`src/common/cfb_pkg.sv`:
```
// Purpose: Constants and types shared by the configuration fuse bank.
// Assumes: AXI4-Lite with 32-bit data, one register per aligned word.
// Notes: Fuse registers sit at byte address four times their index.
//
// Functional notes
// - First low byte at index 300000h: debug 7, extended ISA 6, stack fault 5, watchdog 0.
// - First high byte at index 300001h: only code protection in bit 2.
// - Second low byte at 300002h: two-speed 7, monitor 6, default select 2, osc 1:0.
// - Unimplemented configuration bits always read back as zero.
// - Implemented bits read one when unprogrammed and accept one write only.
// - Code protection bit zero protects program memory; one leaves it open.
// - Two-speed start-up bit one enables oscillator switchover at start-up.
// - Monitor enable bit one turns on the fail-safe clock monitor.
// - Default select one with runtime select 00 uses the selected oscillator.
// - Oscillator code 11: external clock, soft multiplier, clock out on second pin.
// - Oscillator code 10: external clock, soft multiplier, no clock out.
// - Default select zero with runtime select 00 runs from internal oscillator.
// - Oscillator code 01: high-speed crystal with soft multiplier.
`default_nettype none
package cfb_pkg;
    // Register indices and their byte addresses.
    localparam logic [23:0] CFB_IDX_ONE_LOW = 24'h300000;
    localparam logic [23:0] CFB_IDX_ONE_HIGH = 24'h300001;
    localparam logic [23:0] CFB_IDX_TWO_LOW = 24'h300002;
    localparam logic [23:0] CFB_IDX_CONTROL = 24'h300004;
    localparam logic [23:0] CFB_IDX_STATUS = 24'h300005;
    localparam logic [31:0] CFB_ADDR_ONE_LOW = {6'h00, CFB_IDX_ONE_LOW, 2'h0};
    localparam logic [31:0] CFB_ADDR_ONE_HIGH = {6'h00, CFB_IDX_ONE_HIGH, 2'h0};
    localparam logic [31:0] CFB_ADDR_TWO_LOW = {6'h00, CFB_IDX_TWO_LOW, 2'h0};
    localparam logic [31:0] CFB_ADDR_CONTROL = {6'h00, CFB_IDX_CONTROL, 2'h0};
    localparam logic [31:0] CFB_ADDR_STATUS = {6'h00, CFB_IDX_STATUS, 2'h0};

    // Implemented-bit masks; an unprogrammed byte reads back as its mask.
    localparam logic [7:0] CFB_MASK_ONE_LOW = 8'hE1;
    localparam logic [7:0] CFB_MASK_ONE_HIGH = 8'h04;
    localparam logic [7:0] CFB_MASK_TWO_LOW = 8'hC7;

    // Field positions.
    localparam int CFB_BIT_DEBUG = 7;
    localparam int CFB_BIT_XISA = 6;
    localparam int CFB_BIT_STACK = 5;
    localparam int CFB_BIT_WDT = 0;
    localparam int CFB_BIT_CODE_PROT = 2;
    localparam int CFB_BIT_TWO_SPEED = 7;
    localparam int CFB_BIT_FAILSAFE = 6;
    localparam int CFB_BIT_DEF_CLK = 2;
    localparam int CFB_CTRL_SOFT_WDT = 0;
    localparam int CFB_CTRL_RT_LO = 1;
    localparam int CFB_STAT_CP = 6;
    localparam int CFB_STAT_WDT = 5;
    localparam int CFB_STAT_SRC_LO = 3;

    // Reset value of the control register and bus responses.
    localparam logic [31:0] CFB_CTRL_RESET = 32'h00000000;
    localparam logic [1:0] CFB_RESP_OKAY = 2'h0;
    localparam logic [1:0] CFB_RESP_SLVERR = 2'h2;
    localparam logic [1:0] CFB_RESP_DECERR = 2'h3;

    // Oscillator selection codes.
    localparam logic [1:0] CFB_OSC_EXT_CLKOUT = 2'h3;
    localparam logic [1:0] CFB_OSC_EXT = 2'h2;
    localparam logic [1:0] CFB_OSC_HS = 2'h1;
    localparam logic [1:0] CFB_RT_PRIMARY = 2'h0;

    typedef enum logic [1:0] {
        CFB_SRC_INTERNAL = 2'h0,
        CFB_SRC_HS = 2'h1,
        CFB_SRC_EXT = 2'h3
    } cfb_clk_src_t;

    // Decoded option bits as held in the fuses.
    typedef struct packed {
        logic debug_enable;
        logic extended_isa_enable;
        logic stack_fault_reset_enable;
        logic watchdog_force_enable;
        logic code_protect_n;
        logic two_speed_startup_enable;
        logic failsafe_monitor_enable;
        logic default_clock_select;
        logic [1:0] osc_select;
    } cfb_option_t;

    // System clock choice handed to the clock generator.
    typedef struct packed {
        cfb_clk_src_t src;
        logic pll_soft_control;
        logic clock_out_function;
    } cfb_clock_t;
endpackage : cfb_pkg
`default_nettype wire

```
`src/hdl/cfb_fuse_cell.sv`:
```
// Purpose: One write-once configuration byte.
// Assumes: Reset stands for the erased, unprogrammed fuse state.
// Notes: Only bits set in the mask are implemented.
`timescale 1ns/1ps
`default_nettype none
module cfb_fuse_cell #(
    parameter logic [7:0] MASK = 8'hFF
) (
    // Clock and reset.
    input wire logic aclk,
    input wire logic aresetn,
    // Program port.
    input wire logic wr_en,
    input wire logic [7:0] wr_data,
    // Fuse contents.
    output logic [7:0] value,
    output logic programmed
);
    typedef struct packed {
        logic [7:0] value;
        logic programmed;
    } cfb_cell_st_t;

    cfb_cell_st_t s;
    cfb_cell_st_t next_s;

    // A write lands only while the byte is still blank.
    always_comb begin
        next_s = s;
        if (wr_en && !s.programmed) begin
            next_s.value = wr_data & MASK;
            next_s.programmed = 1'b1;
        end
    end

    // Erased fuses read one on implemented bits, zero elsewhere.
    always_ff @(posedge aclk) begin
        if (!aresetn) begin
            s.value <= MASK;
            s.programmed <= 1'b0;
        end else begin
            s <= next_s;
        end
    end

    assign value = s.value;
    assign programmed = s.programmed;
endmodule : cfb_fuse_cell
`default_nettype wire

```
`src/hdl/cfb_config_fuse_bank.sv`:
```
// Purpose: Configuration fuse bank with AXI4-Lite access and decoded options.
// Assumes: One clock; synchronous active-low reset.
// Notes: Fuse writes are accepted once per byte; later writes get SLVERR.
//
// Register access over AXI4-Lite was chosen for this implementation.
`timescale 1ns/1ps
`default_nettype none
module cfb_config_fuse_bank (
    // Clock and reset.
    input wire logic aclk,
    input wire logic aresetn,
    // Write address channel.
    input wire logic s_axi_awvalid,
    output logic s_axi_awready,
    input wire logic [31:0] s_axi_awaddr,
    // Write data channel.
    input wire logic s_axi_wvalid,
    output logic s_axi_wready,
    input wire logic [31:0] s_axi_wdata,
    input wire logic [3:0] s_axi_wstrb,
    // Write response channel.
    output logic s_axi_bvalid,
    input wire logic s_axi_bready,
    output logic [1:0] s_axi_bresp,
    // Read address channel.
    input wire logic s_axi_arvalid,
    output logic s_axi_arready,
    input wire logic [31:0] s_axi_araddr,
    // Read data channel.
    output logic s_axi_rvalid,
    input wire logic s_axi_rready,
    output logic [31:0] s_axi_rdata,
    output logic [1:0] s_axi_rresp,
    // Core stack events.
    input wire logic stack_overflow,
    input wire logic stack_underflow,
    // Option outputs.
    output cfb_pkg::cfb_option_t options,
    output cfb_pkg::cfb_clock_t sys_clock,
    output logic code_protected,
    output logic watchdog_run,
    output logic stack_fault_reset
);
    typedef enum logic {
        CFB_W_IDLE = 1'b0,
        CFB_W_RESP = 1'b1
    } cfb_wstate_t;

    typedef enum logic {
        CFB_R_IDLE = 1'b0,
        CFB_R_DATA = 1'b1
    } cfb_rstate_t;

    typedef enum logic [2:0] {
        CFB_SEL_ONE_LOW = 3'h0,
        CFB_SEL_ONE_HIGH = 3'h1,
        CFB_SEL_TWO_LOW = 3'h2,
        CFB_SEL_CONTROL = 3'h3,
        CFB_SEL_STATUS = 3'h4,
        CFB_SEL_NONE = 3'h7
    } cfb_sel_t;

    typedef struct packed {
        cfb_wstate_t wstate;
        logic aw_held;
        logic [31:0] awaddr;
        logic w_held;
        logic [31:0] wdata;
        logic [3:0] wstrb;
        logic [1:0] bresp;
        cfb_rstate_t rstate;
        logic [31:0] rdata;
        logic [1:0] rresp;
        logic soft_wdt;
        logic [1:0] rt_sel;
        logic wdt_run;
        logic fault_rst;
        logic cp;
        cfb_pkg::cfb_clock_t clk;
    } cfb_main_st_t;

    cfb_main_st_t s;
    cfb_main_st_t next_s;

    logic [2:0] fuse_we;
    logic [2:0] fuse_done;
    logic [7:0] fuse_one_low;
    logic [7:0] fuse_one_high;
    logic [7:0] fuse_two_low;
    logic commit;
    cfb_sel_t wsel;
    cfb_sel_t rsel;

    // Maps a byte address onto a register; used by both channels.
    function automatic cfb_sel_t addr_decode(input logic [31:0] addr);
        unique case (addr)
            cfb_pkg::CFB_ADDR_ONE_LOW: addr_decode = CFB_SEL_ONE_LOW;
            cfb_pkg::CFB_ADDR_ONE_HIGH: addr_decode = CFB_SEL_ONE_HIGH;
            cfb_pkg::CFB_ADDR_TWO_LOW: addr_decode = CFB_SEL_TWO_LOW;
            cfb_pkg::CFB_ADDR_CONTROL: addr_decode = CFB_SEL_CONTROL;
            cfb_pkg::CFB_ADDR_STATUS: addr_decode = CFB_SEL_STATUS;
            default: addr_decode = CFB_SEL_NONE;
        endcase
    endfunction : addr_decode

    // Chooses the system clock from the fuses and the runtime select.
    function automatic cfb_pkg::cfb_clock_t clk_decode(
        input cfb_pkg::cfb_option_t opt,
        input logic [1:0] rt
    );
        cfb_pkg::cfb_clock_t c;
        c.src = cfb_pkg::CFB_SRC_INTERNAL;
        c.pll_soft_control = 1'b0;
        c.clock_out_function = 1'b0;
        if (rt == cfb_pkg::CFB_RT_PRIMARY && opt.default_clock_select) begin
            unique case (opt.osc_select)
                cfb_pkg::CFB_OSC_EXT_CLKOUT: begin
                    c.src = cfb_pkg::CFB_SRC_EXT;
                    c.pll_soft_control = 1'b1;
                    c.clock_out_function = 1'b1;
                end
                cfb_pkg::CFB_OSC_EXT: begin
                    c.src = cfb_pkg::CFB_SRC_EXT;
                    c.pll_soft_control = 1'b1;
                end
                cfb_pkg::CFB_OSC_HS: begin
                    c.src = cfb_pkg::CFB_SRC_HS;
                    c.pll_soft_control = 1'b1;
                end
                default: begin
                    c.src = cfb_pkg::CFB_SRC_HS;
                end
            endcase
        end
        clk_decode = c;
    endfunction : clk_decode

    // The three write-once configuration bytes.
    cfb_fuse_cell #(
        .MASK(cfb_pkg::CFB_MASK_ONE_LOW)
    ) u_one_low (
        .aclk(aclk),
        .aresetn(aresetn),
        .wr_en(fuse_we[0]),
        .wr_data(s.wdata[7:0]),
        .value(fuse_one_low),
        .programmed(fuse_done[0])
    );

    cfb_fuse_cell #(
        .MASK(cfb_pkg::CFB_MASK_ONE_HIGH)
    ) u_one_high (
        .aclk(aclk),
        .aresetn(aresetn),
        .wr_en(fuse_we[1]),
        .wr_data(s.wdata[7:0]),
        .value(fuse_one_high),
        .programmed(fuse_done[1])
    );

    cfb_fuse_cell #(
        .MASK(cfb_pkg::CFB_MASK_TWO_LOW)
    ) u_two_low (
        .aclk(aclk),
        .aresetn(aresetn),
        .wr_en(fuse_we[2]),
        .wr_data(s.wdata[7:0]),
        .value(fuse_two_low),
        .programmed(fuse_done[2])
    );

    // Fuse bits spread out into named options.
    assign options.debug_enable = fuse_one_low[cfb_pkg::CFB_BIT_DEBUG];
    assign options.extended_isa_enable = fuse_one_low[cfb_pkg::CFB_BIT_XISA];
    assign options.stack_fault_reset_enable = fuse_one_low[cfb_pkg::CFB_BIT_STACK];
    assign options.watchdog_force_enable = fuse_one_low[cfb_pkg::CFB_BIT_WDT];
    assign options.code_protect_n = fuse_one_high[cfb_pkg::CFB_BIT_CODE_PROT];
    assign options.two_speed_startup_enable = fuse_two_low[cfb_pkg::CFB_BIT_TWO_SPEED];
    assign options.failsafe_monitor_enable = fuse_two_low[cfb_pkg::CFB_BIT_FAILSAFE];
    assign options.default_clock_select = fuse_two_low[cfb_pkg::CFB_BIT_DEF_CLK];
    assign options.osc_select = fuse_two_low[1:0];

    // Handshake outputs follow the channel states directly.
    assign s_axi_awready = (s.wstate == CFB_W_IDLE) && !s.aw_held;
    assign s_axi_wready = (s.wstate == CFB_W_IDLE) && !s.w_held;
    assign s_axi_bvalid = (s.wstate == CFB_W_RESP);
    assign s_axi_bresp = s.bresp;
    assign s_axi_arready = (s.rstate == CFB_R_IDLE);
    assign s_axi_rvalid = (s.rstate == CFB_R_DATA);
    assign s_axi_rdata = s.rdata;
    assign s_axi_rresp = s.rresp;

    // Registered decoded outputs.
    assign sys_clock = s.clk;
    assign code_protected = s.cp;
    assign watchdog_run = s.wdt_run;
    assign stack_fault_reset = s.fault_rst;

    // A write commits once both address and data are held.
    assign commit = (s.wstate == CFB_W_IDLE) && s.aw_held && s.w_held;
    assign wsel = addr_decode(s.awaddr);
    assign rsel = addr_decode(s_axi_araddr);

    // Only lane 0 carries a fuse byte; a blank lane leaves the fuse alone.
    always_comb begin
        fuse_we = 3'h0;
        if (commit && s.wstrb[0]) begin
            unique case (wsel)
                CFB_SEL_ONE_LOW: fuse_we[0] = 1'b1;
                CFB_SEL_ONE_HIGH: fuse_we[1] = 1'b1;
                CFB_SEL_TWO_LOW: fuse_we[2] = 1'b1;
                default: fuse_we = 3'h0;
            endcase
        end
    end

    // Next-state logic for the bus slave and the decoded outputs.
    always_comb begin
        next_s = s;

        // Address and data are taken independently, in either order.
        if (s_axi_awvalid && s_axi_awready) begin
            next_s.aw_held = 1'b1;
            next_s.awaddr = s_axi_awaddr;
        end
        if (s_axi_wvalid && s_axi_wready) begin
            next_s.w_held = 1'b1;
            next_s.wdata = s_axi_wdata;
            next_s.wstrb = s_axi_wstrb;
        end

        // Commit the write and choose its response.
        if (commit) begin
            next_s.aw_held = 1'b0;
            next_s.w_held = 1'b0;
            next_s.wstate = CFB_W_RESP;
            next_s.bresp = cfb_pkg::CFB_RESP_OKAY;
            unique case (wsel)
                CFB_SEL_ONE_LOW: begin
                    if (fuse_done[0]) next_s.bresp = cfb_pkg::CFB_RESP_SLVERR;
                end
                CFB_SEL_ONE_HIGH: begin
                    if (fuse_done[1]) next_s.bresp = cfb_pkg::CFB_RESP_SLVERR;
                end
                CFB_SEL_TWO_LOW: begin
                    if (fuse_done[2]) next_s.bresp = cfb_pkg::CFB_RESP_SLVERR;
                end
                CFB_SEL_CONTROL: begin
                    if (s.wstrb[0]) begin
                        next_s.soft_wdt = s.wdata[cfb_pkg::CFB_CTRL_SOFT_WDT];
                        next_s.rt_sel = s.wdata[cfb_pkg::CFB_CTRL_RT_LO +: 2];
                    end
                end
                CFB_SEL_STATUS: begin
                    next_s.bresp = cfb_pkg::CFB_RESP_SLVERR;
                end
                default: begin
                    next_s.bresp = cfb_pkg::CFB_RESP_DECERR;
                end
            endcase
        end

        // The response stands until the master takes it.
        if (s.wstate == CFB_W_RESP && s_axi_bready) begin
            next_s.wstate = CFB_W_IDLE;
        end

        // Read data are captured in the cycle the address is taken.
        if (s.rstate == CFB_R_IDLE && s_axi_arvalid) begin
            next_s.rstate = CFB_R_DATA;
            next_s.rdata = 32'h00000000;
            next_s.rresp = cfb_pkg::CFB_RESP_OKAY;
            unique case (rsel)
                CFB_SEL_ONE_LOW: next_s.rdata[7:0] = fuse_one_low;
                CFB_SEL_ONE_HIGH: next_s.rdata[7:0] = fuse_one_high;
                CFB_SEL_TWO_LOW: next_s.rdata[7:0] = fuse_two_low;
                CFB_SEL_CONTROL: begin
                    next_s.rdata[cfb_pkg::CFB_CTRL_SOFT_WDT] = s.soft_wdt;
                    next_s.rdata[cfb_pkg::CFB_CTRL_RT_LO +: 2] = s.rt_sel;
                end
                CFB_SEL_STATUS: begin
                    next_s.rdata[2:0] = fuse_done;
                    next_s.rdata[cfb_pkg::CFB_STAT_SRC_LO +: 2] = s.clk.src;
                    next_s.rdata[cfb_pkg::CFB_STAT_WDT] = s.wdt_run;
                    next_s.rdata[cfb_pkg::CFB_STAT_CP] = s.cp;
                end
                default: begin
                    next_s.rresp = cfb_pkg::CFB_RESP_DECERR;
                end
            endcase
        end else if (s.rstate == CFB_R_DATA && s_axi_rready) begin
            next_s.rstate = CFB_R_IDLE;
        end

        // Decoded device options, refreshed every cycle.
        next_s.cp = !options.code_protect_n;
        next_s.wdt_run = options.watchdog_force_enable || s.soft_wdt;
        next_s.fault_rst = options.stack_fault_reset_enable
            && (stack_overflow || stack_underflow);
        next_s.clk = clk_decode(options, s.rt_sel);
    end

    // State register; the control register resets to its defined value.
    always_ff @(posedge aclk) begin
        if (!aresetn) begin
            s <= '0;
            s.soft_wdt <= cfb_pkg::CFB_CTRL_RESET[cfb_pkg::CFB_CTRL_SOFT_WDT];
            s.rt_sel <= cfb_pkg::CFB_CTRL_RESET[cfb_pkg::CFB_CTRL_RT_LO +: 2];
        end else begin
            s <= next_s;
        end
    end
endmodule : cfb_config_fuse_bank
`default_nettype wire

```
`config.mk`:
```
export PLATFORM = sky130hd
export DESIGN_NAME = cfb_config_fuse_bank
export DESIGN_NICKNAME = d
export VERILOG_FILES = /design/src/common/cfb_pkg.sv /design/src/hdl/cfb_fuse_cell.sv /design/src/hdl/cfb_config_fuse_bank.sv
export SDC_FILE = /design/constraint.sdc
export NUM_CORES = 1
export LEC_CHECK = 0
export ABC_CLOCK_PERIOD_IN_PS = 5100
export BUFFER_PORTS_ARGS = -buffer_cell sky130_fd_sc_hd__buf_2
export CAP_MARGIN = 10
export CORE_MARGIN = 2
export CORE_UTILIZATION = 38
export CTS_CLUSTER_SIZE = 10
export DETAILED_ROUTE_END_ITERATION = 8
export PLACE_DENSITY = 0.63
export SYNTH_ARGS = -nofsm -noshare
export SYNTH_HDL_FRONTEND = slang
export SYNTH_HIERARCHICAL = 1
export SYNTH_SLANG_ARGS = --single-unit
```
`constraint.sdc`:
```
create_clock -name aclk -period 5.1 [get_ports aclk]
set_input_delay 1.02 -clock aclk [delete_from_list [all_inputs] [get_ports aclk]]
set_output_delay 1.02 -clock aclk [all_outputs]
set_load 0.01 [all_outputs]
```
Word level (Yosys, flattened, before mapping)
Index checks and enable logic that the tools add are counted.

Register bits: 80. Memory bits (read-only): 0. Output and inout bits: 58. Word-level logic and storage cells: 101. Memories: 0. Input bits: 109. Bits in writable memories: 0. Latch bits: 0.

Shifts and indexed selects: 0. Divide/modulo/power cells: 0. Muxes and demuxes: 19. Bitwise logic cells: 3. $add $sub $neg: 0. Multipliers: 0. Magnitude comparators: 0. Eq/ne operators: 21. Reductions and logical operators: 34.

Operators with widths (number): 32-bit by 24-bit == test with 1-bit output (second input constant) (10); 3-bit one-hot mux with 5 select lines (3); 1-bit logical AND (15); 3-bit by 2-bit == test with 1-bit output (second input constant) (4); 4-bit one-hot mux with 3 select lines (1); 2-bit 2-to-1 mux (5); 2-bit one-hot mux with 5 select lines (1); 1-bit 2-to-1 mux (7); 3-bit by 1-bit == test with 1-bit output (second input constant) (2); 3-bit == test (second input constant) (2); 1-bit logical NOT (6); 3-bit logical NOT (2); 2-bit OR reduction (3); 5-bit OR reduction (1); 2-bit == test (second input constant) (2); 3-bit 2-to-1 mux (1); 1-bit inverter (3); 3-bit AND reduction (1); 3-bit OR reduction (1); 2-bit by 1-bit == test with 1-bit output (second input constant) (1); 2-bit logical NOT (1); 1-bit logical OR (2); 1-bit one-hot mux with 2 select lines (1); 2-bit AND reduction (1); 2-bit nonzero test (1).

Logic depth before layout (Yosys ltp)
Gate-level depths: netlist (run 1).

Depth in word-level cells: 6. Depth in mapped cells: 6. Depth with buffers taken out: 6.

Hierarchy
The synthesis (run 1) kept the hierarchy.

By module, submodules not included: cfb_config_fuse_bank (area an instance 3216.8 µm², sequential area each 1321.3 µm², cells each 390, instances 1); cfb_fuse_cell (u_two_low) (area an instance 261.5 µm², sequential area each 120.1 µm², cells each 27, instances 1); cfb_fuse_cell (u_one_low) (area an instance 230.2 µm², sequential area each 100.1 µm², cells each 24, instances 1); cfb_fuse_cell (u_one_high) (area an instance 133.9 µm², sequential area each 40.0 µm², cells each 15, instances 1).

Worst setup path after synthesis (run 1)
Ideal clock, no wire load.

Path kind: in2reg. From: input port s_axi_araddr[2]. To: register s, in the netlist s_axi_rdata[0]. Setup slack: 2.863 ns. Path buffers: 1. Setup time: 0.133 ns. Arrival: 2.104 ns. Data required time: 4.967 ns. Stages on the path: 5. Cell sequence: buf_2 mux4_2 mux2_2 nand3_1 a211oi_1.

Cells in the longest elaborated chain, start to end: 4. Elaborated cells on any way between the ends: 12. Those cells by class: 9 x eq/ne; 2 x mux; 1 x reduce/logical.

Ends and longest elaborated chain: from (decl) (line cfb_config_fuse_bank.sv:28) `input wire logic [31:0] s_axi_araddr,`; 32-bit by 24-bit == test with 1-bit output (line cfb_config_fuse_bank.sv:96) `unique case (addr)`; 3-bit one-hot mux with 5 select lines * (line cfb_config_fuse_bank.sv:96); 3-bit == test (tied with other cells) (line cfb_config_fuse_bank.sv:273) `unique case (rsel)`; 3-bit one-hot mux with 5 select lines * (line cfb_config_fuse_bank.sv:273); to (signal assigned) (line cfb_config_fuse_bank.sv:310) `s <= next_s;`; to (decl) (line cfb_config_fuse_bank.sv:82) `cfb_main_st_t s;`.

Mark *: on every way between the ends. The rest lies on a longest branch, timed or not. A chain may end at the register's enable or synchronous reset.

Final worst setup path (run 1)
From: register s[91] in the netlist's numbering. To: register, netlist name u_two_low/value[7].

Cells in the longest elaborated chain, start to end: 6. Elaborated cells on any way between the ends: 10. Those cells by class: 6 x eq/ne; 3 x mux; 1 x reduce/logical.

Ends and longest elaborated chain: 32-bit by 24-bit == test with 1-bit output (line cfb_config_fuse_bank.sv:96); 3-bit one-hot mux with 5 select lines * (line cfb_config_fuse_bank.sv:96); 3-bit by 2-bit == test with 1-bit output * (line cfb_config_fuse_bank.sv:208) `unique case (wsel)`; 1-bit 2-to-1 mux * (line cfb_config_fuse_bank.sv:208); 3-bit 2-to-1 mux * (line cfb_config_fuse_bank.sv:207) `if (commit && s.wstrb[0]) begin`; named net fuse_we[2] (line cfb_config_fuse_bank.sv:85) `logic [2:0] fuse_we;`; 1-bit logical AND * (line cfb_fuse_cell.sv:30) `if (wr_en && !s.programmed) begin`.

Mark *: on every way through the listed nets, which the timed path passes. The rest lies on a longest branch.

==> flow_metrics.py, run 1 <==
metrics = {
    "placement": {
        "dp_hpwl_mm": 6.11,
        "gp_congestion": 0.849,
        "dp.cells": 655,
        "dp_worst_setup_slack_ps": 2570,
        "io_buffers": 113,
        "dpl_cell_area_mm2": 0.00416,
    },
    "final_layout": {
        "antenna_cells": 0,
        "area.growth.synth_to_final_pct": 16.9,
        "drive_gt1_frac": 0.279,
        "post-route-util": 0.454,
        "final_common_cell": "buf_2",
        "layout_common_cells": "113 x buf_2, 89 x nand2_1, 77 x dfxtp_1",
        "fin_cells": 671,
        "finalInstanceArea_mm2": 0.00442,
        "layout.nets": 642,
    },
    "routing": {
        "drt_iter0_markers": 93,
        "drt-vias-per-instance": 4.63,
        "routed-via-count": 3109,
        "postRouteAntennaNets": 0,
        "drt_first_pass_iters": 5,
        "wl_per_cell_um": 12.1,
        "drc_errors": 0,
        "wl_mm": 8.14,
    },
    "pwr": {
        "power.density_mw_per_mm2": 315,
        "p_total_mw": 1.39,
        "irDropWorstVdd_mv": 0.149,
        "p_leak_nw": 1.94,
    },
    "sta": {
        "rsz0062_at_grt": "no",
        "slew_violations": 0,
        "tightest_slew_ps": 1110,
        "min_period_ps": 2260,
        "finalCritPeriodShare": 0.444,
        "clock_skew_ps": 9.23,
        "timing.hold.ws_ps": 450,
        "timing.fmax_ghz": 0.442,
        "finalHoldViolCount": 0,
        "slew_headroom": 0.258,
        "setup_violations": 0,
        "setup_tns_ps": 0,
        "fin_ws_ps": 2840,
    },
    "job": {
        "cap_violations": 0,
    },
    "clocking": {
        "clk_path_buf_depth": 2,
        "cts_resized": 0,
        "cts_root_buf": "clkbuf_8",
        "cts_max_level": 3,
        "cts_tree": "yes",
        "cts_sinks": 77,
        "cts_buffers": 9,
        "path_clk_slew_ps": 80,
        "postCtsSetupBuffers": 0,
        "clock_latency_ps": 350,
        "hold_buffers": 0,
    },
    "worst_setup_path": {
        "crit_arrival_ps": 2480,
        "crit_path_start_kind": "flop",
        "worstSetupPathType": "flop to flop",
        "cp_num_buf_inv": 0,
        "required_ps": 5320,
        "crit_chain": "nor4_4 > nand3_2 > or4_4 > nor2_1 > nor2b_4 > o211ai_1",
        "critPathTopFamily": "simple AND/OR/NAND/NOR gates",
        "cp_max_fo": 7,
        "cp-end-kind": "flop",
        "critPathMaxStageDelay_ps": 570,
        "crit_slowest_cell": "or4_4",
    },
    "synthesis": {
        "syn_area_mm2": 0.00378,
        "syn_inst": 448,
        "syn_avg_cell_area_um2": 8.43,
        "yosys_warnings": 6,
    },
    "global_route": {
        "grt_max_degree": 35,
        "grt_pass1_wl_mm": 13.7,
        "antenna_found_initial": 0,
        "grt_use_total": 0.155,
        "grt-ovfl-total": 0,
        "grt_pass1_vias": 2904,
    },
    "die": {
        "row_count": 36,
        "die_h_um": 104,
        "die_area_mm2": 0.0108,
        "ios": 167,
        "core_area_mm2": 0.00973,
        "start_util": 0.388,
        "die_w_um": 104,
    },
    "worst_hold_path": {
        "min_path_type": "flop to flop",
    },
    "outcome": {
        "status": "finished clean",
    },
}
[registers in the layout, summed over array words and instances (netlist names)]
register               count
u_one_low/value            4
s_axi_rresp                1
u_two_low/value            5
u_two_low/programmed       1
u_one_low/programmed       1
u_one_high/value           1
code_protected             1
s_axi_bvalid               1
s_axi_rdata                8
u_one_high/programmed      1
s                         44
stack_fault_reset          1
sys_clock                  4
s_axi_rvalid               1
watchdog_run               1
s_axi_bresp                2
[final timing paths]
path                                startpoint                 end  slack [ps]  depth (start not counted)
worst max-delay path                     s[91]  u_two_low/value[7]        2840                          6
worst min-delay path            s_axi_rdata[3]      s_axi_rdata[3]         450                          2
worst max register to register           s[91]  u_two_low/value[7]        2840                          6
worst min register to register  s_axi_rdata[3]      s_axi_rdata[3]         450                          2
[cell type report]
cell class                 count  area, µm²
sequential                    77       1540
fill                        1012       5310
timing repair buffer         114        573
clock inverter                 5        106
tap                          133        166
multi-input combinational    318       1830
inverter                      13       48.8
clock buffer                  11        151
[routing by layer]
metal,track usage,share of wire,vias up
li1,-,-,1623
met1,0.199,0.45,1399
met2,0.253,0.48,78
met3,0.0491,0.059,9
met4,0.0405,0.012,0
met5,0,0,-
[where the power goes]
part	switching, mW	total [mW]	leakage [nW]	internal, mW
logic	0.0950	0.167	1.19	0.0716
clock network	0.222	0.574	0.126	0.353
registers	0.0223	0.652	0.630	0.630
[worst min-delay path: stages (launching register included)]
cell and delay (ps):
dfxtp_1 310, nand2_1 50, a21oi_1 50
Power figures use the tool's default switching activity.
==> inputs of run 2 (changes only) <==
- ABC_CLOCK_PERIOD_IN_PS: 5100 -> 2300
- clock period: 5.1 -> 2.3 ns (I/O delays scaled with it)
==> run 2 against run 1 <==
- maximum frequency increased by 12%
- non-clock buffer count increased by 5
- die area unchanged
- largest cell class unchanged
- design area decreased by 0.62%
- wire length increased by 1.5%
- via count increased by 2.5%
- cell count increased by 0.75%
- total power increased by 100%
- highest routed layer unchanged
==> flow_metrics.py, run 2 (synthesis results as in run 1) <==
metrics = {
    "routing": {
        "drc_errors": 0,
        "wl_mm": 8.26,
        "wl_per_cell_um": 12.2,
        "drt-vias-per-instance": 4.71,
        "routed-via-count": 3187,
        "drt_iter0_markers": 89,
        "drt_first_pass_iters": 4,
        "postRouteAntennaNets": 0,
    },
    "sta": {
        "setup_tns_ps": 0,
        "finalCritPeriodShare": 0.878,
        "setup_violations": 0,
        "fin_ws_ps": 281,
        "clock_skew_ps": 9.38,
        "rsz0062_at_grt": "no",
        "min_period_ps": 2020,
        "tightest_slew_ps": 585,
        "finalHoldViolCount": 0,
        "slew_headroom": 0.610,
        "slew_violations": 0,
        "timing.fmax_ghz": 0.495,
    },
    "die": {
        "core_area_mm2": 0.00973,
        "die_area_mm2": 0.0108,
        "row_count": 36,
        "die_h_um": 104,
        "ios": 167,
        "die_w_um": 104,
        "start_util": 0.388,
    },
    "worst_hold_path": {
        "min_path_type": "input port to flop",
        "min_to": "stack_fault_reset",
        "hold_start": "stack_overflow",
        "hold_depth": 2,
    },
    "outcome": {
        "status": "finished clean",
    },
    "clocking": {
        "postCtsSetupBuffers": 0,
        "cts_max_level": 3,
        "cts_buffers": 9,
        "clock_latency_ps": 340,
        "cts_resized": 0,
        "cts_root_buf": "clkbuf_8",
        "cts_tree": "yes",
        "path_clk_slew_ps": 80,
        "cts_sinks": 77,
        "hold_buffers": 0,
        "clk_path_buf_depth": 2,
    },
    "worst_setup_path": {
        "worstReg2RegStart": "s[115]",
        "rr_endpoint": "u_one_low/value[7]",
        "rrSetupSlack_ps": 280,
        "worstSetupPathType": "flop to flop",
        "cp-end-kind": "flop",
        "required_ps": 2520,
        "crit_path_start_kind": "flop",
        "cp_max_fo": 5,
        "crit_arrival_ps": 2240,
        "rr_worst_depth": 6,
    },
    "final_layout": {
        "finalInstanceArea_mm2": 0.00439,
        "largest_reg_flops": 44,
        "final_common_cell": "buf_2",
        "area.growth.synth_to_final_pct": 16.2,
        "regMostFlops": "s",
        "n_fill_cell": 1019,
        "layout.nets": 647,
        "layout_common_cells": "113 x buf_2, 89 x nand2_1, 77 x dfxtp_1",
        "drive_gt1_frac": 0.282,
        "antenna_cells": 0,
    },
    "placement": {
        "dp_worst_setup_slack_ps": 288,
        "dp_hpwl_mm": 6.24,
        "dpl_cell_area_mm2": 0.00420,
        "io_buffers": 113,
        "gp_congestion": 0.853,
    },
    "pwr": {
        "p_leak_nw": 1.94,
        "irDropWorstVdd_mv": 0.341,
        "power.density_mw_per_mm2": 644,
    },
    "job": {
        "cap_violations": 0,
    },
    "global_route": {
        "grt_pass1_vias": 2905,
        "grt_use_total": 0.150,
        "grt_max_degree": 55,
        "antenna_found_initial": 0,
        "grt-ovfl-total": 0,
        "grt_pass1_wl_mm": 13.4,
    },
}
## run 2: cell types whose count changed in the layout (fill, tap and decap cells not counted), sizes merged
cell,previous run,this run
buf,114,119
bufinv,3,1
clkbuf,11,12
clkinv,1,2
## run 2: cell type report
type                       instances  area [µm²]  share of cell area
clock inverter                     4        47.5              0.0108
clock buffer                      12         145              0.0331
multi-input combinational        318        1830               0.417
sequential                        77        1540               0.351
timing repair buffer             119         611               0.139
tap                              133         166              0.0379
inverter                          13        48.8              0.0111
## run 2: power breakdown
group	switching, mW	total (mW)	internal, mW	leakage [nW]
combinational	0.212	0.376	0.164	1.21
clock	0.473	1.00	0.528	0.0964
sequential	0.0503	1.45	1.40	0.630
total	0.736	2.82	2.09	1.94
## run 2: worst max-delay path: stages, from the launching register on
cell and delay (ps):
dfxtp_1 350, nor4_4 320, nand4_2 200, or4_4 540, nor3_2 160, nor2b_4 220
o211ai_1 100
## run 2: how the worst max path moves through the flow
stage | to | from | cells after the start
2_1_floorplan | u_two_low/value[0] | s_axi_bvalid | 6
3_3_place_gp | u_one_low/value[7] | s[115] | 6
3_5_place_dp | u_one_low/value[7] | s[115] | 6
4_1_cts | u_one_low/value[7] | s[115] | 6
5_1_grt | u_two_low/value[6] | s[115] | 7
6_report | u_one_low/value[7] | s[115] | 6
## run 2: metal layers
metal	wire length (µm)	global-route usage	up-vias
met1	3640	0.183	1453
met5	0	0	-
met2	4100	0.259	99
met3	453	0.0472	4
met4	61	0.0357	0
li1	-	-	1631
## run 2: per-stage QoR
step	utilization	std cells	total power, mW	hold WS [ps]
after floorplan	-	482	1.77	432
after global placement	0.431	660	1.85	439
after detailed placement	0.431	660	1.86	444
after CTS	0.451	676	2.86	324
after global routing	0.451	676	2.96	320
final	0.451	676	2.82	337
